<file path="src/shared/rfc_params.svh">
`ifndef RFC_PARAMS_SVH
`define RFC_PARAMS_SVH

// register port offsets
`define RFC_OFS_CTRL 4'h0
`define RFC_OFS_PC 4'h4
`define RFC_OFS_STATUS 4'h8
`define RFC_OFS_SPEC 4'hC

// field positions
`define RFC_CTRL_RUN_BIT 0
`define RFC_STAT_PHASE_BIT 0
`define RFC_STAT_STALL_BIT 1
`define RFC_STAT_BYTE_BIT 2

// reset values
`define RFC_CTRL_RUN_RST 1'h1
`define RFC_PC_RST 16'h0000
`define RFC_SPEC_RST 4'h0
`define RFC_CSA_RST 9'h000

// microinstruction codes
`define RFC_SEQ_PLAIN 2'h0
`define RFC_MCC_MEM_WAIT 4'h1
`define RFC_MCC_IO_WAIT 4'h2
`define RFC_RFN_PC_INC_A 3'h4
`define RFC_RFN_PC_INC_B 3'h7
`define RFC_FORCE_HI 4'hF
`define RFC_FORCE_LO 4'hE

// timing: mid-cycle sampling after this many core clocks of the first half
`define RFC_HALF_CYCLES 1

`endif

</file>
<file path="src/shared/rfc_pkg.sv">
package rfc_pkg;

    typedef enum logic [0:0] {
        RFC_PH_FIRST = 1'b0,
        RFC_PH_SECOND = 1'b1
    } rfc_phase_t;

    typedef enum logic [1:0] {
        RFC_FLS_MICRO = 2'b00,
        RFC_FLS_TO_SRC = 2'b01,
        RFC_FLS_TO_DEST = 2'b10,
        RFC_FLS_HOLD = 2'b11
    } rfc_fls_t;

endpackage

</file>
<file path="src/shared/rfc_ctl_if.sv">
interface rfc_ctl_if #(
    parameter int IR_W = 16
);
    logic [IR_W-1:0] instr_reg;
    logic [2:0] test_select_field;
    logic top_bit_mask;
    logic [3:0] field;
    logic [1:0] sequence_field;
    logic [3:0] memory_control_code;
    logic mem_busy;
    logic io_request;
    logic io_busy;
    logic io_done_status;
    logic stall;

    modport ctl (
        output instr_reg, test_select_field, top_bit_mask,
        output sequence_field, memory_control_code, mem_busy,
        output io_request, io_busy, io_done_status,
        input field, stall
    );
    modport fx (
        input instr_reg, test_select_field, top_bit_mask,
        output field
    );
    modport st (
        input sequence_field, memory_control_code, mem_busy,
        input io_request, io_busy, io_done_status,
        output stall
    );
endinterface

</file>
<file path="src/logic/rfc_field_extract.sv">
module rfc_field_extract
    import rfc_pkg::*;
#(
    parameter int IR_W = 16
) (
    // instruction register side
    rfc_ctl_if.fx fif
);
    logic [3:0] cand [8];

    // window n picks bits n+3..n
    for (genvar n = 0; n < 8; n++) begin : g_win
        assign cand[n] = fif.instr_reg[n+3:n];
    end

    // top bit forced low unless mask bit set
    assign fif.field = {fif.top_bit_mask & cand[fif.test_select_field][3],
                        cand[fif.test_select_field][2:0]};
endmodule

</file>
<file path="src/logic/rfc_stall_ctrl.sv">
`include "rfc_params.svh"

module rfc_stall_ctrl
    import rfc_pkg::*;
(
    // wait conditions
    rfc_ctl_if.st sif
);
    logic plain;
    logic mem_wait;
    logic io_wait;
    logic io_clash;

    assign plain = (sif.sequence_field == `RFC_SEQ_PLAIN);
    assign mem_wait = plain && (sif.memory_control_code == `RFC_MCC_MEM_WAIT)
                      && sif.mem_busy;
    assign io_wait = plain && (sif.memory_control_code == `RFC_MCC_IO_WAIT)
                     && !sif.io_done_status;
    assign io_clash = sif.io_request && sif.io_busy;
    assign sif.stall = mem_wait || io_wait || io_clash;
endmodule

</file>
<file path="src/logic/rfc_top.sv">
// Functional notes
// - ALU operand inputs are sampled at the middle of each microcycle.
// - Next address, memory address and most updates happen at cycle end.
// - Function codes 100/111 bump the counter mid-cycle; ALU sees old value.
// - Byte flag changes mid-cycle so a same-cycle write uses the new flag.
// - Sequence 00, memory code 0001 waits until the memory cycle completes.
// - A new I/O request while I/O is busy suspends execution until idle.
// - Sequence 00, memory code 0010 waits until I/O done is true.
// - Selector 00 with mask 0 copies both specifiers from the microinstruction.
// - Sequence 00, selector 01 loads the extracted field into source, holds dest.
// - Sequence 00, selector 10 loads the extracted field into dest, holds source.
// - Test-select value n picks instruction bits n+3 down to n.
// - Mask 0 clears the extracted field's top bit; mask 1 passes it.
// - Sequence 00, selector 11 holds both specifiers.
// - Selector 00 with mask 1 holds dest and forces source by a condition.
// - Condition select 1: source becomes 1111 if operand bit 1 set, else 1110.
// - Condition select 0: source becomes 1111 if ALU bit 15 set, else 1110.
// - Field extraction runs alongside next-address formation in one cycle.
// - Any I/O request suppresses all specifier updates.
//
// Implementation choices: the plain strobed port and the register addresses.
`include "rfc_params.svh"

module rfc_top
    import rfc_pkg::*;
#(
    parameter int DATA_W = 16,
    parameter int CSA_W = 9
) (
    // clock and reset
    input wire logic core_clk,
    input wire logic reset,
    // register port
    input wire logic [3:0] reg_addr,
    input wire logic [DATA_W-1:0] reg_wdata,
    input wire logic reg_wr,
    input wire logic reg_rd,
    output logic [DATA_W-1:0] reg_rdata,
    // current microinstruction fields
    input wire logic [1:0] sequence_field,
    input wire logic [3:0] memory_control_code,
    input wire logic [1:0] field_load_selector,
    input wire logic top_bit_mask,
    input wire logic [2:0] test_select_field,
    input wire logic force_condition_select,
    input wire logic [2:0] register_function_code,
    input wire logic [3:0] uinst_dest_spec,
    input wire logic [3:0] uinst_src_spec,
    input wire logic [CSA_W-1:0] next_addr,
    input wire logic alu_a_from_pc,
    input wire logic mem_addr_from_pc,
    input wire logic byte_flag_set,
    input wire logic byte_flag_clr,
    // datapath status
    input wire logic [DATA_W-1:0] instr_reg,
    input wire logic [DATA_W-1:0] operand_reg,
    input wire logic [DATA_W-1:0] alu_result,
    input wire logic [DATA_W-1:0] alu_a_bus,
    input wire logic [DATA_W-1:0] alu_b_bus,
    input wire logic [DATA_W-1:0] mem_addr_bus,
    // memory and i/o handshakes
    input wire logic mem_busy,
    input wire logic io_request,
    input wire logic io_busy,
    input wire logic io_done_status,
    // control buffer specifiers
    output logic [3:0] dest_reg_specifier,
    output logic [3:0] src_reg_specifier,
    // datapath controls
    output logic [DATA_W-1:0] alu_a_latched,
    output logic [DATA_W-1:0] alu_b_latched,
    output logic [DATA_W-1:0] pc_value,
    output logic byte_flag,
    output logic [DATA_W-1:0] mem_addr,
    output logic mem_byte_sel,
    output logic [CSA_W-1:0] cs_addr,
    // cycle timing
    output logic mid_strobe,
    output logic uinst_advance,
    output logic stall_active,
    output logic io_start
);
    rfc_ctl_if #(.IR_W(DATA_W)) cif ();

    rfc_phase_t phase_q;
    logic run_q;
    logic mid_edge;
    logic end_edge;
    logic pc_inc;
    logic pc_wr;
    logic plain;
    logic force_bit;
    logic [3:0] force_val;
    logic [3:0] dest_q;
    logic [3:0] src_q;
    logic [DATA_W-1:0] alu_a_q;
    logic [DATA_W-1:0] alu_b_q;
    logic [DATA_W-1:0] pc_q;
    logic [DATA_W-1:0] pc_d;
    logic byte_flag_q;
    logic [DATA_W-1:0] mem_addr_q;
    logic mem_byte_sel_q;
    logic [CSA_W-1:0] cs_addr_q;
    logic mid_q;
    logic adv_q;
    logic stall_q;
    logic io_start_q;
    logic [DATA_W-1:0] rdata_q;
    logic [DATA_W-1:0] rdata_d;

    assign cif.instr_reg = instr_reg;
    assign cif.test_select_field = test_select_field;
    assign cif.top_bit_mask = top_bit_mask;
    assign cif.sequence_field = sequence_field;
    assign cif.memory_control_code = memory_control_code;
    assign cif.mem_busy = mem_busy;
    assign cif.io_request = io_request;
    assign cif.io_busy = io_busy;
    assign cif.io_done_status = io_done_status;

    rfc_field_extract #(
        .IR_W(DATA_W)
    ) u_extract (
        .fif(cif.fx)
    );

    rfc_stall_ctrl u_stall (
        .sif(cif.st)
    );

    // microcycle phases: first half ends at the mid edge, second at the end edge
    assign mid_edge = (phase_q == RFC_PH_FIRST) && run_q;
    assign end_edge = (phase_q == RFC_PH_SECOND) && !cif.stall;
    assign plain = (sequence_field == `RFC_SEQ_PLAIN);
    assign pc_inc = (register_function_code == `RFC_RFN_PC_INC_A)
                    || (register_function_code == `RFC_RFN_PC_INC_B);
    assign pc_wr = reg_wr && (reg_addr == `RFC_OFS_PC);
    assign force_bit = force_condition_select ? operand_reg[1] : alu_result[15];
    assign force_val = force_bit ? `RFC_FORCE_HI : `RFC_FORCE_LO;

    always_ff @(posedge core_clk) begin
        if (reset) begin
            phase_q <= RFC_PH_FIRST;
        end else begin
            case (phase_q)
                RFC_PH_FIRST: begin
                    if (run_q) begin
                        phase_q <= RFC_PH_SECOND;
                    end
                end
                RFC_PH_SECOND: begin
                    if (!cif.stall) begin
                        phase_q <= RFC_PH_FIRST;
                    end
                end
                default: begin
                    phase_q <= RFC_PH_FIRST;
                end
            endcase
        end
    end

    // run bit lets software halt at a cycle boundary
    always_ff @(posedge core_clk) begin
        if (reset) begin
            run_q <= `RFC_CTRL_RUN_RST;
        end else if (reg_wr && (reg_addr == `RFC_OFS_CTRL)) begin
            run_q <= reg_wdata[`RFC_CTRL_RUN_BIT];
        end
    end

    // operands latched once per cycle, held through any stall
    always_ff @(posedge core_clk) begin
        if (reset) begin
            alu_a_q <= '0;
            alu_b_q <= '0;
        end else if (mid_edge) begin
            alu_a_q <= alu_a_from_pc ? pc_q : alu_a_bus;
            alu_b_q <= alu_b_bus;
        end
    end

    always_comb begin
        pc_d = pc_q;
        if (pc_wr) begin
            pc_d = reg_wdata;
        end else if (mid_edge && pc_inc) begin
            pc_d = pc_q + 16'h0001;
        end
    end

    always_ff @(posedge core_clk) begin
        if (reset) begin
            pc_q <= `RFC_PC_RST;
        end else begin
            pc_q <= pc_d;
        end
    end

    // set wins over clear
    always_ff @(posedge core_clk) begin
        if (reset) begin
            byte_flag_q <= 1'b0;
        end else if (mid_edge) begin
            if (byte_flag_set) begin
                byte_flag_q <= 1'b1;
            end else if (byte_flag_clr) begin
                byte_flag_q <= 1'b0;
            end
        end
    end

    // end-of-cycle updates; counter and byte flag already carry mid-cycle values
    always_ff @(posedge core_clk) begin
        if (reset) begin
            mem_addr_q <= '0;
            mem_byte_sel_q <= 1'b0;
            cs_addr_q <= `RFC_CSA_RST;
        end else if (end_edge) begin
            mem_addr_q <= mem_addr_from_pc ? pc_q : mem_addr_bus;
            mem_byte_sel_q <= byte_flag_q;
            cs_addr_q <= next_addr;
        end
    end

    // control buffer specifiers
    always_ff @(posedge core_clk) begin
        if (reset) begin
            dest_q <= `RFC_SPEC_RST;
            src_q <= `RFC_SPEC_RST;
        end else if (end_edge && !io_request) begin
            case (field_load_selector)
                RFC_FLS_MICRO: begin
                    if (!top_bit_mask) begin
                        dest_q <= uinst_dest_spec;
                        src_q <= uinst_src_spec;
                    end else begin
                        src_q <= force_val;
                    end
                end
                RFC_FLS_TO_SRC: begin
                    if (plain) begin
                        src_q <= cif.field;
                    end
                end
                RFC_FLS_TO_DEST: begin
                    if (plain) begin
                        dest_q <= cif.field;
                    end
                end
                RFC_FLS_HOLD: begin
                    dest_q <= dest_q;
                end
                default: begin
                    dest_q <= dest_q;
                end
            endcase
        end
    end

    always_ff @(posedge core_clk) begin
        if (reset) begin
            mid_q <= 1'b0;
            adv_q <= 1'b0;
            stall_q <= 1'b0;
            io_start_q <= 1'b0;
        end else begin
            mid_q <= mid_edge;
            adv_q <= end_edge;
            stall_q <= (phase_q == RFC_PH_SECOND) && cif.stall;
            io_start_q <= end_edge && io_request;
        end
    end

    always_comb begin
        rdata_d = '0;
        case (reg_addr)
            `RFC_OFS_CTRL: rdata_d[`RFC_CTRL_RUN_BIT] = run_q;
            `RFC_OFS_PC: rdata_d = pc_q;
            `RFC_OFS_STATUS: begin
                rdata_d[`RFC_STAT_PHASE_BIT] = phase_q;
                rdata_d[`RFC_STAT_STALL_BIT] = stall_q;
                rdata_d[`RFC_STAT_BYTE_BIT] = byte_flag_q;
            end
            `RFC_OFS_SPEC: rdata_d[7:0] = {src_q, dest_q};
            default: rdata_d = '0;
        endcase
    end

    // read data valid only in the cycle after the strobe
    always_ff @(posedge core_clk) begin
        if (reset) begin
            rdata_q <= '0;
        end else begin
            rdata_q <= reg_rd ? rdata_d : '0;
        end
    end

    assign reg_rdata = rdata_q;
    assign dest_reg_specifier = dest_q;
    assign src_reg_specifier = src_q;
    assign alu_a_latched = alu_a_q;
    assign alu_b_latched = alu_b_q;
    assign pc_value = pc_q;
    assign byte_flag = byte_flag_q;
    assign mem_addr = mem_addr_q;
    assign mem_byte_sel = mem_byte_sel_q;
    assign cs_addr = cs_addr_q;
    assign mid_strobe = mid_q;
    assign uinst_advance = adv_q;
    assign stall_active = stall_q;
    assign io_start = io_start_q;

    // checks
    logic opnd_bit1;
    logic alu_bit15;
    logic [3:0] exp_field;
    logic [DATA_W-1:0] ir_shift;

    assign opnd_bit1 = operand_reg[1];
    assign alu_bit15 = alu_result[15];
    assign ir_shift = instr_reg >> test_select_field;
    assign exp_field = {top_bit_mask & ir_shift[3], ir_shift[2:0]};
endmodule

</file>
<file path="config.mk">
export PLATFORM = sky130hd
export DESIGN_NAME = rfc_top
export DESIGN_NICKNAME = d
export VERILOG_FILES = /design/src/shared/rfc_pkg.sv /design/src/shared/rfc_ctl_if.sv /design/src/logic/rfc_field_extract.sv /design/src/logic/rfc_stall_ctrl.sv /design/src/logic/rfc_top.sv
export VERILOG_INCLUDE_DIRS = /design/src /design/src/shared
export SDC_FILE = /design/constraint.sdc
export NUM_CORES = 1
export LEC_CHECK = 0
export ABC_CLOCK_PERIOD_IN_PS = 1840
export BUFFER_PORTS_ARGS = -buffer_cell sky130_fd_sc_hd__buf_4
export CAP_MARGIN = 20
export CORE_MARGIN = 4
export CORE_UTILIZATION = 40
export DETAILED_ROUTE_END_ITERATION = 6
export PLACE_DENSITY = 0.81
export SETUP_SLACK_MARGIN = 0.2
export SLEW_MARGIN = 20
export SYNTH_ARGS = -nofsm -noshare
export SYNTH_HDL_FRONTEND = slang
export SYNTH_SLANG_ARGS = --single-unit
</file>
<file path="constraint.sdc">
create_clock -name core_clk -period 1.84 [get_ports core_clk]
set_input_delay 0.092 -clock core_clk [delete_from_list [all_inputs] [get_ports core_clk]]
set_output_delay 0.092 -clock core_clk [all_outputs]
set_load 0.01 [all_outputs]
</file>
Word-level counts from Yosys, hierarchy flattened
Cells that the tools add are included.

Add/sub/neg operators: 1. Multiply operators: 0. Divide/modulo/power cells: 0. Magnitude comparators: 1. Equality and inequality tests: 12. Shift-type cells: 0. Multiplexer cells: 22. Bitwise gates (word level): 5. Reduce and logical (&&, ||, !) cells: 31.

Operator list (count): $mux W16 (4); $mux W4 (5); $add A16 B1 Y16 const B (1); $pmux W4 S2 (2); $logic_and A1 B1 Y1 (13); $bmux W4 S3 (1); $pmux W5 S2 (1); $eq A4 B4 Y1 const B (2); $reduce_bool A2 Y1 (4); $eq A3 B3 Y1 const B (2); $mux W1 (6); $pmux W2 S3 (1); $eq A4 B1 Y1 const B (1); $eq A4 B2 Y1 const B (1); $eq A4 B3 Y1 const B (1); $ge A4 B4 Y1 const B (1); $logic_not A2 Y1 (2); $logic_not A4 Y1 (1); $ne A2 B1 Y1 const B (2); $not A3 Y4 (1); $pmux W1 S4 (1); $reduce_and A4 Y1 (1); $logic_not A1 Y1 (3); $logic_or A1 B1 Y1 (3); 10 further kinds (12).

Flip-flop bits (word level): 105. Latch bits: 0. Bits in writable memories: 0. Bits in read-only memories: 0. Input port bits: 161. Output and inout port bits: 103. Word-level logic and storage cells: 89. Memories: 0.

Depth between registers and ports, before layout
Gate-level depths: netlist of run 1.

Depth after elaboration: 9. Mapped depth: 6. Gate-level depth less buffers: 5.

Modules after synthesis
A second synthesis of run 1 with hierarchy kept.

Cell total of the unflattened synthesis: 514. Area, all modules: 4727.0 µm².

By module, submodules not included: rfc_top (times used 1, cells an instance 492, area an instance 4481.8 µm², seq. area each 2102.0 µm²); rfc_field_extract (times used 1, cells an instance 17, area an instance 207.7 µm², seq. area each 0.0 µm²); rfc_stall_ctrl (times used 1, cells an instance 5, area an instance 37.5 µm², seq. area each 0.0 µm²).

Worst setup path after synthesis of run 1
Ideal clock, no wire load.

Kind: flip-flop to flip-flop. From: register pc_q[0] (netlist: pc_value[0]). To: register pc_q[12] (netlist: pc_value[12]). Library setup time: 0.091 ns. Arrival: 1.871 ns. Data required time: 1.749 ns. Slack: -0.122 ns. Cell stages (with the launch flop): 6. Path buffers: 0. Period minus slack after synthesis: 1.962 ns. Path through: dfxtp_1 -> ha_1 -> nand4b_1 -> or4b_4 -> or3_1 -> a311oi_1.

Cells in the longest elaborated chain, start to end: 3.

RTL lines: from (decl) (line rfc_top.sv:98) `logic [DATA_W-1:0] pc_q;`; from (signal assigned) (line rfc_top.sv:194) `` pc_q <= `RFC_PC_RST; ``; from (signal assigned) (line rfc_top.sv:196) `pc_q <= pc_d;`; $add A16 B1 Y16 (line rfc_top.sv:188) `pc_d = pc_q + 16'h0001;`; $mux W16 (line rfc_top.sv:187) `end else if (mid_edge && pc_inc) begin`; $mux W16 (line rfc_top.sv:185) `if (pc_wr) begin`.

No other way between the ends. The select of a mux whose other input is x is not followed. A chain may end at the register's enable or synchronous reset.

Final worst setup path of run 1
From: register pc_q[0] (netlist: pc_value[0]). To: register pc_q[9] (netlist: pc_value[9]).

The elaborated chain is that of the path after synthesis.

==> results of run 1 <==
## what timing repair did
item / 4_1_cts / 5_1_grt
endpoints found under the hold margin: 17 / 0
endpoints found under the setup margin: 24 / 16
setup buffers: 2 / 2
hold buffers: 17 / 0
gates resized for setup: 2 / 7
pin swaps: 1 / 6
gates cloned: 0 / 0
## cells by family after synthesis
family,share of synthesized area
compound gates,0.185
flops,0.447
simple gates,0.182
xor+xnor,0.0130
buf+inv,0.0423
fa+ha+maj,0.00266
mux,0.128
## metrics by stage
step	std cells	power (uW)	instance area [um2]	setup TNS, ns
final	926	5480	7260	-0.00774
after global routing	926	5710	7260	-0.339
after CTS	924	5500	7210	0
after detailed placement	889	3630	6730	-0.467
after global placement	889	3590	6730	0
after floorplan	522	3030	4750	0
## placed cells by master (no fill, tap or decap), drive strengths merged, types with 2 or more instances in the layout
cell	count
nor2	52
nor3	4
nand4	5
mux4	6
clkinv	2
nand3	21
a211oi	42
or2	2
a311oi	11
and4	2
clkbuf	11
nor2b	6
mux2	6
inv	5
or3	6
nand2b	3
xnor2	6
nand2	55
clkinvlp	2
o21ai	20
and2	10
dlygate4sd3	17
buf	266
o2111ai	3
or4	2
a21oi	52
nor4	4
dfxtp	105
mux2i	40
a22oi	3
## worst register-to-register path, stage by stage (launching register included)
cell and delay [ns]:
dfxtp_4 0.37, buf_6 0.14, nand3_1 0.11, or4_4 0.51
or3_1 0.37, a311oi_1 0.26
## state kept, by name (all words and copies together), names as in the netlist, 4 cells and up
| name | count |
|---|---|
| pc_value | 16 |
| dest_reg_specifier | 4 |
| mem_addr | 16 |
| cs_addr | 9 |
| src_reg_specifier | 4 |
| alu_a_latched | 16 |
| alu_b_latched | 16 |
| reg_rdata | 16 |
## power breakdown
part	switching (uW)	internal (uW)	total, uW
clock	861	1000	1860
sequential	84.4	2410	2500
combinational	530	594	1120
## metal layers
layer	routed length [um]	part of all wire	global-route usage	up-vias
met5	0	0	0	-
met4	316	0.020	0.0858	0
met3	1180	0.073	0.0332	24
met2	7820	0.48	0.391	210
met1	6830	0.42	0.297	2275
li1	-	-	-	2413
## worst paths after layout
path,endpoint,cells past startpoint
min reg2reg,alu_b_latched[2],2
min,cs_addr[2],3
max reg2reg,pc_value[9],5
max,pc_value[9],5
## cell type report
type,count,area [um2]
flip-flops and latches,105,2120
repair buffers,283,2190
multi-input cells,375,2480
inverters,4,15.0
fillers,931,4200
well taps,143,179
clock inverters,5,37.5
clock buffers,11,253
==> qor.txt, run 1 <==
Period minus WS final: 1.85 ns
Root Driver: clkbuf_16
crit path setup slack, layout: -0.00759 ns
worst r2r src: pc_value[0]
Placement Rows: 39
crit path launch: pc_value[0]
Die ar.: 13600 um2
VDD IR max: 513 uV
worst-skew pair later-pin latency: 0.34 ns
Pre-Repair DR Iteration Count: 4
Area Overhead vs Synth: 54.4%
Syn. warnings: 0
Tightest Pin Transition: 0.738 ns
HP Class: primary input to register
Slew Viols, Final: 0
Initial Util: 0.410
commonest cells in the netlist: 105 x dfxtp_1, 55 x nand2_1, 52 x a21oi_1, 52 x nor2_1, 42 x a211oi_1
Iteration-0 DRC Markers: 409
Crit Path Category: register to register
crit-path max FO: 7
arrival time worst endpoint: 2.10 ns
CP Launch Type: register
Routed WL: 16100 um
Critical Path RT: 2.09 ns
top-count cell post-synth: dfxtp_1
Worst R2R Setup Slack: -0.008 ns
number of port buffers: 228
DRC: 0
vias in the first global route: 4842
Pwr Density: 755 nW/um2
CP top delay family: simple AND/OR/NAND/NOR gates
Post-Syn Nets: 684
CP max stage cell: or4_4
WL/cell: 17.4 um
fin nets: 940
CP max stage delay: 0.51 ns
Total GRT Usage: 0.230
Clock H-tree levels: 3
Finish-stage setup viols: 2
Syn Inst Count: 522
deepest clock path buffer count: 2
Post-synth EDFFs: 0
Yosys cell types: 49
GRT Residual Overflow: 0
Fin Clk Skew: 0.00764 ns
Crit path buffers/inverters: 1
via count: 4922
Placer Congestion: 0.874
sequential area share after synthesis: 0.447
area leader, netlist: dfxtp_1
antenna violations before repair: 0
Top FF cell, synth: dfxtp_1
hold path startpoint: next_addr[2]
Mapped Area: 4700 um2
I/O pin total: 264
ANT cells: 0
clk slew on worst S/H paths: 0.07 ns
synth top area cells: dfxtp_1 45%, mux2i_1 8.5%, a211oi_1 6.7%
core area: 11500 um2
share of cells above drive strength 1: 0.405
CTS tree: built
final core utilization: 0.633
DR vias/cell: 5.32
FF+latch count, synth: 105
largest net degree at the start of global routing: 51
Die X: 116 um
ys async rst share: 0
Final HPWL DP: 12300 um
Hold Fails Final Rpt: 0
CTS Sinks: 105
fmax: 541 MHz
final hold slack: 0.0146 ns
global-route wire length before repair: 24500 um
Syn Area/Cell: 9.01 um2
slew margin rel.: 0.507
CP cell instances: buf_6 -> nand3_1 -> or4_4 -> or3_1 -> a311oi_1
post-route ant nets: 0
Yosys top cell area share: 0.447
leak pwr: 0.00322 uW
RSZ-0062 raised after global routing: yes
worst slack at placement: -0.0924 ns
chip height: 116 um
total CTS buffers: 9
failing checks: negative setup slack
status: complete, but fails checks
Worst Setup End Kind: register
crit share post-route: 1.00
Max Cap Viol: 0
Note: power is estimated with default switching activity, not from simulation.
==> run 2, diff against run 1 <==
--- a/config.mk
+++ b/config.mk
@@ -13,6 +13,7 @@
 export CORE_UTILIZATION = 40
 export DETAILED_ROUTE_END_ITERATION = 6
 export PLACE_DENSITY = 0.81
+export REMOVE_ABC_BUFFERS = 1
 export SETUP_SLACK_MARGIN = 0.2
 export SLEW_MARGIN = 20
 export SYNTH_ARGS = -nofsm -noshare
==> run 2 against run 1 <==
  * The run now ends clean
  * Global-route usage down 0.29 points
  * Sequential cell count unchanged
  * Cell area is 1.1% lower
  * Wire length shrank 0.74%
  * Fmax is 1.0% higher
  * Combinational power is essentially flat
  * Critical path depth is the same
  * Sequential share of layout area grew 0.17 points
  * Clock skew increased by 0.0012 ns
  * Worst setup slack gained 0.019 ns
  * Largest cell class unchanged
==> qor.txt, run 2 (same netlist as run 1, synthesis figures left out) <==
status: finished clean
deepest clock path buffer count: 2 (unchanged)
storage element area: 2110 um2 (-0.53%)
clk slew on worst S/H paths: 0.07 ns (about the same)
RSZ-0062 raised after global routing: yes
most frequent cells in the layout: 259 x buf_4, 102 x dfxtp_1, 55 x nand2_1, 52 x nor2_1, 51 x a21oi_1
fin nets: 931 (-0.96%)
final core utilization: 0.627 (-0.00698)
HP Class: primary input to register
Period minus WS final: 1.83 ns (-0.0190 ns)
total CTS buffers: 9 (unchanged)
Root Driver: clkbuf_16
chip height: 116 um (unchanged)
Fin Clk Skew: 0.00879 ns (+0.00115 ns)
Finish-stage setup viols: 0 (-2)
Worst Setup End Kind: register
Slew Viols, Final: 0 (unchanged)
Hold Path Sink: alu_b_latched[15]
Initial Util: 0.410 (unchanged)
DR vias/cell: 5.46 (+2.8%)
core area: 11500 um2 (unchanged)
crit share post-route: 0.994 (-0.0103)
slew margin rel.: 0.723 (+0.216)
Combinational Power Share: 0.202 (-0.003)
antenna violations before repair: 0 (unchanged)
Routed WL: 16000 um (-0.74%)
worst-skew pair later-pin latency: 0.34 ns (about the same)
r2r endpoint: pc_value[14]
crit path setup slack, layout: 0.0114 ns (+0.0190 ns)
post-route ant nets: 0 (unchanged)
arrival time worst endpoint: 2.07 ns (-0.03 ns)
hold path startpoint: alu_b_bus[15]
ANT cells: 0 (unchanged)
number of port buffers: 228 (unchanged)
Setup Total Neg Slack: 0 ns (+0.00774 ns)
fmax: 547 MHz (+1.0%)
area occupied by multi-input gates: 2470 um2 (-0.10%)
Total GRT Usage: 0.227 (-0.00290)
hold path cells: 3 (unchanged)
P_int: 4090 uW (+2.0%)
Placer Congestion: 0.886 (+1.5%)
Reg power frac: 0.450 (-0.005)
Placement Rows: 39 (unchanged)
vias in the first global route: 4940 (+2.0%)
Pwr Total: 5540 uW (+0.99%)
I/O pin total: 264 (unchanged)
leak pwr: 0.00319 uW (-0.81%)
CTS tree: built
Crit Path Category: register to register
worst r2r src: pc_value[0]
sw frac: 0.262 (-0.00732)
via count: 5005 (+1.7%)
crit-path max FO: 8 (+1)
largest net degree at the start of global routing: 51 (unchanged)
WL/cell: 17.5 um (+0.34%)
most common cell after layout, fill and taps aside: buf_4
Area Overhead vs Synth: 52.7%
Critical Path RT: 2.08 ns (about the same)
Iteration-0 DRC Markers: 325 (-21%)
crit path launch: pc_value[0]
dpl cells: 887 (-0.22%)
Final Instance Count excl. Fillers: 916 (-1.1%)
fill count: 955 (+2.6%)
Clock H-tree levels: 3 (unchanged)
global-route wire length before repair: 24400 um (-0.37%)
VDD IR max: 423 uV (-17%)
Pwr Density: 771 nW/um2 (+2.1%)
worst slack at placement: -0.0135 ns (+0.0789 ns)
Final HPWL DP: 12100 um (-1.7%)
Max Cap Viol: 0 (unchanged)
share of cells above drive strength 1: 0.398 (-0.00641)
Clock power frac: 0.347 (+0.007)
Die X: 116 um (unchanged)
Pre-Repair DR Iteration Count: 4 (unchanged)
P_sw: 1450 uW (-1.8%)
Hold Fails Final Rpt: 0 (unchanged)
Worst R2R Setup Slack: 0.01 ns (+0.02 ns)
CTS Sinks: 105 (unchanged)
CP Launch Type: register
DRC: 0 (unchanged)
GRT Residual Overflow: 0 (unchanged)
Tightest Pin Transition: 0.413 ns (-0.325 ns)
R2R depth: 5 (unchanged)
Die ar.: 13600 um2 (unchanged)
-- run 2: cell count changes in the layout (fill, tap and decap cells not counted), sizes merged, moves of 2 or more --
cell         delta
buf             -4
clkinv          +2
dlygate4sd3     -5
inv             -2
-- run 2: timing repair --
action                                  4_1_cts  5_1_grt
pin swaps                                     5        7
setup buffers                                 1        1
endpoints found under the hold margin        12        0
hold buffers                                 12        0
endpoints found under the setup margin        9        9
gates resized for setup                       6        6
-- run 2: power groups by stage --
stage | Combinational, uW | Clock, uW | Sequential (uW)
final | 1120 | 1920 | 2490
after global routing | 1220 | 2040 | 2510
after detailed placement | 1090 | 0 | 2540
after CTS | 1120 | 1960 | 2490
after floorplan | 364 | 0 | 2610
after global placement | 1060 | 0 | 2540
-- run 2: through the flow --
stage	instance area [um2]	hold slack, ns
4_1_cts	7140	0.000638
5_1_grt	7180	0.0105
2_1_floorplan	4520	0.161
6_report	7180	0.0106
3_3_place_gp	6690	0.328
3_5_place_dp	6690	0.333
-- run 2: per-layer routing --
metal	part of all wire	global-route usage	up-vias	routed length, um
li1	-	-	2395	-
met1	0.40	0.281	2381	6430
met2	0.50	0.396	196	8040
met3	0.067	0.0306	33	1080
met4	0.030	0.0959	0	482
met5	0	0	-	0
-- run 2: worst max path at each step --
stage,end,slack (ns),cells past startpoint
floorplan,byte_flag,-0.67,4
global placement,pc_value[12],0.06,5
detailed placement,pc_value[8],-0.01,5
CTS,pc_value[8],-0.04,5
global route,pc_value[14],-0.08,5
finish,pc_value[14],0.01,5
-- run 2: layout make-up --
class	count	share of cell area
sequential	105	0.293
clock inverter	5	0.00784
tap	143	0.0249
multi-input combinational	375	0.344
timing repair buffer	274	0.294
clock buffer	10	0.0333
inverter	4	0.00209
-- run 2: worst max-delay path, cell delays in order, from the launching register on --
cell and delay (ns):
dfxtp_2 0.33, ha_1 0.14, nand4b_1 0.12, or4b_4 0.55, or3_1 0.32, a311oi_1 0.27
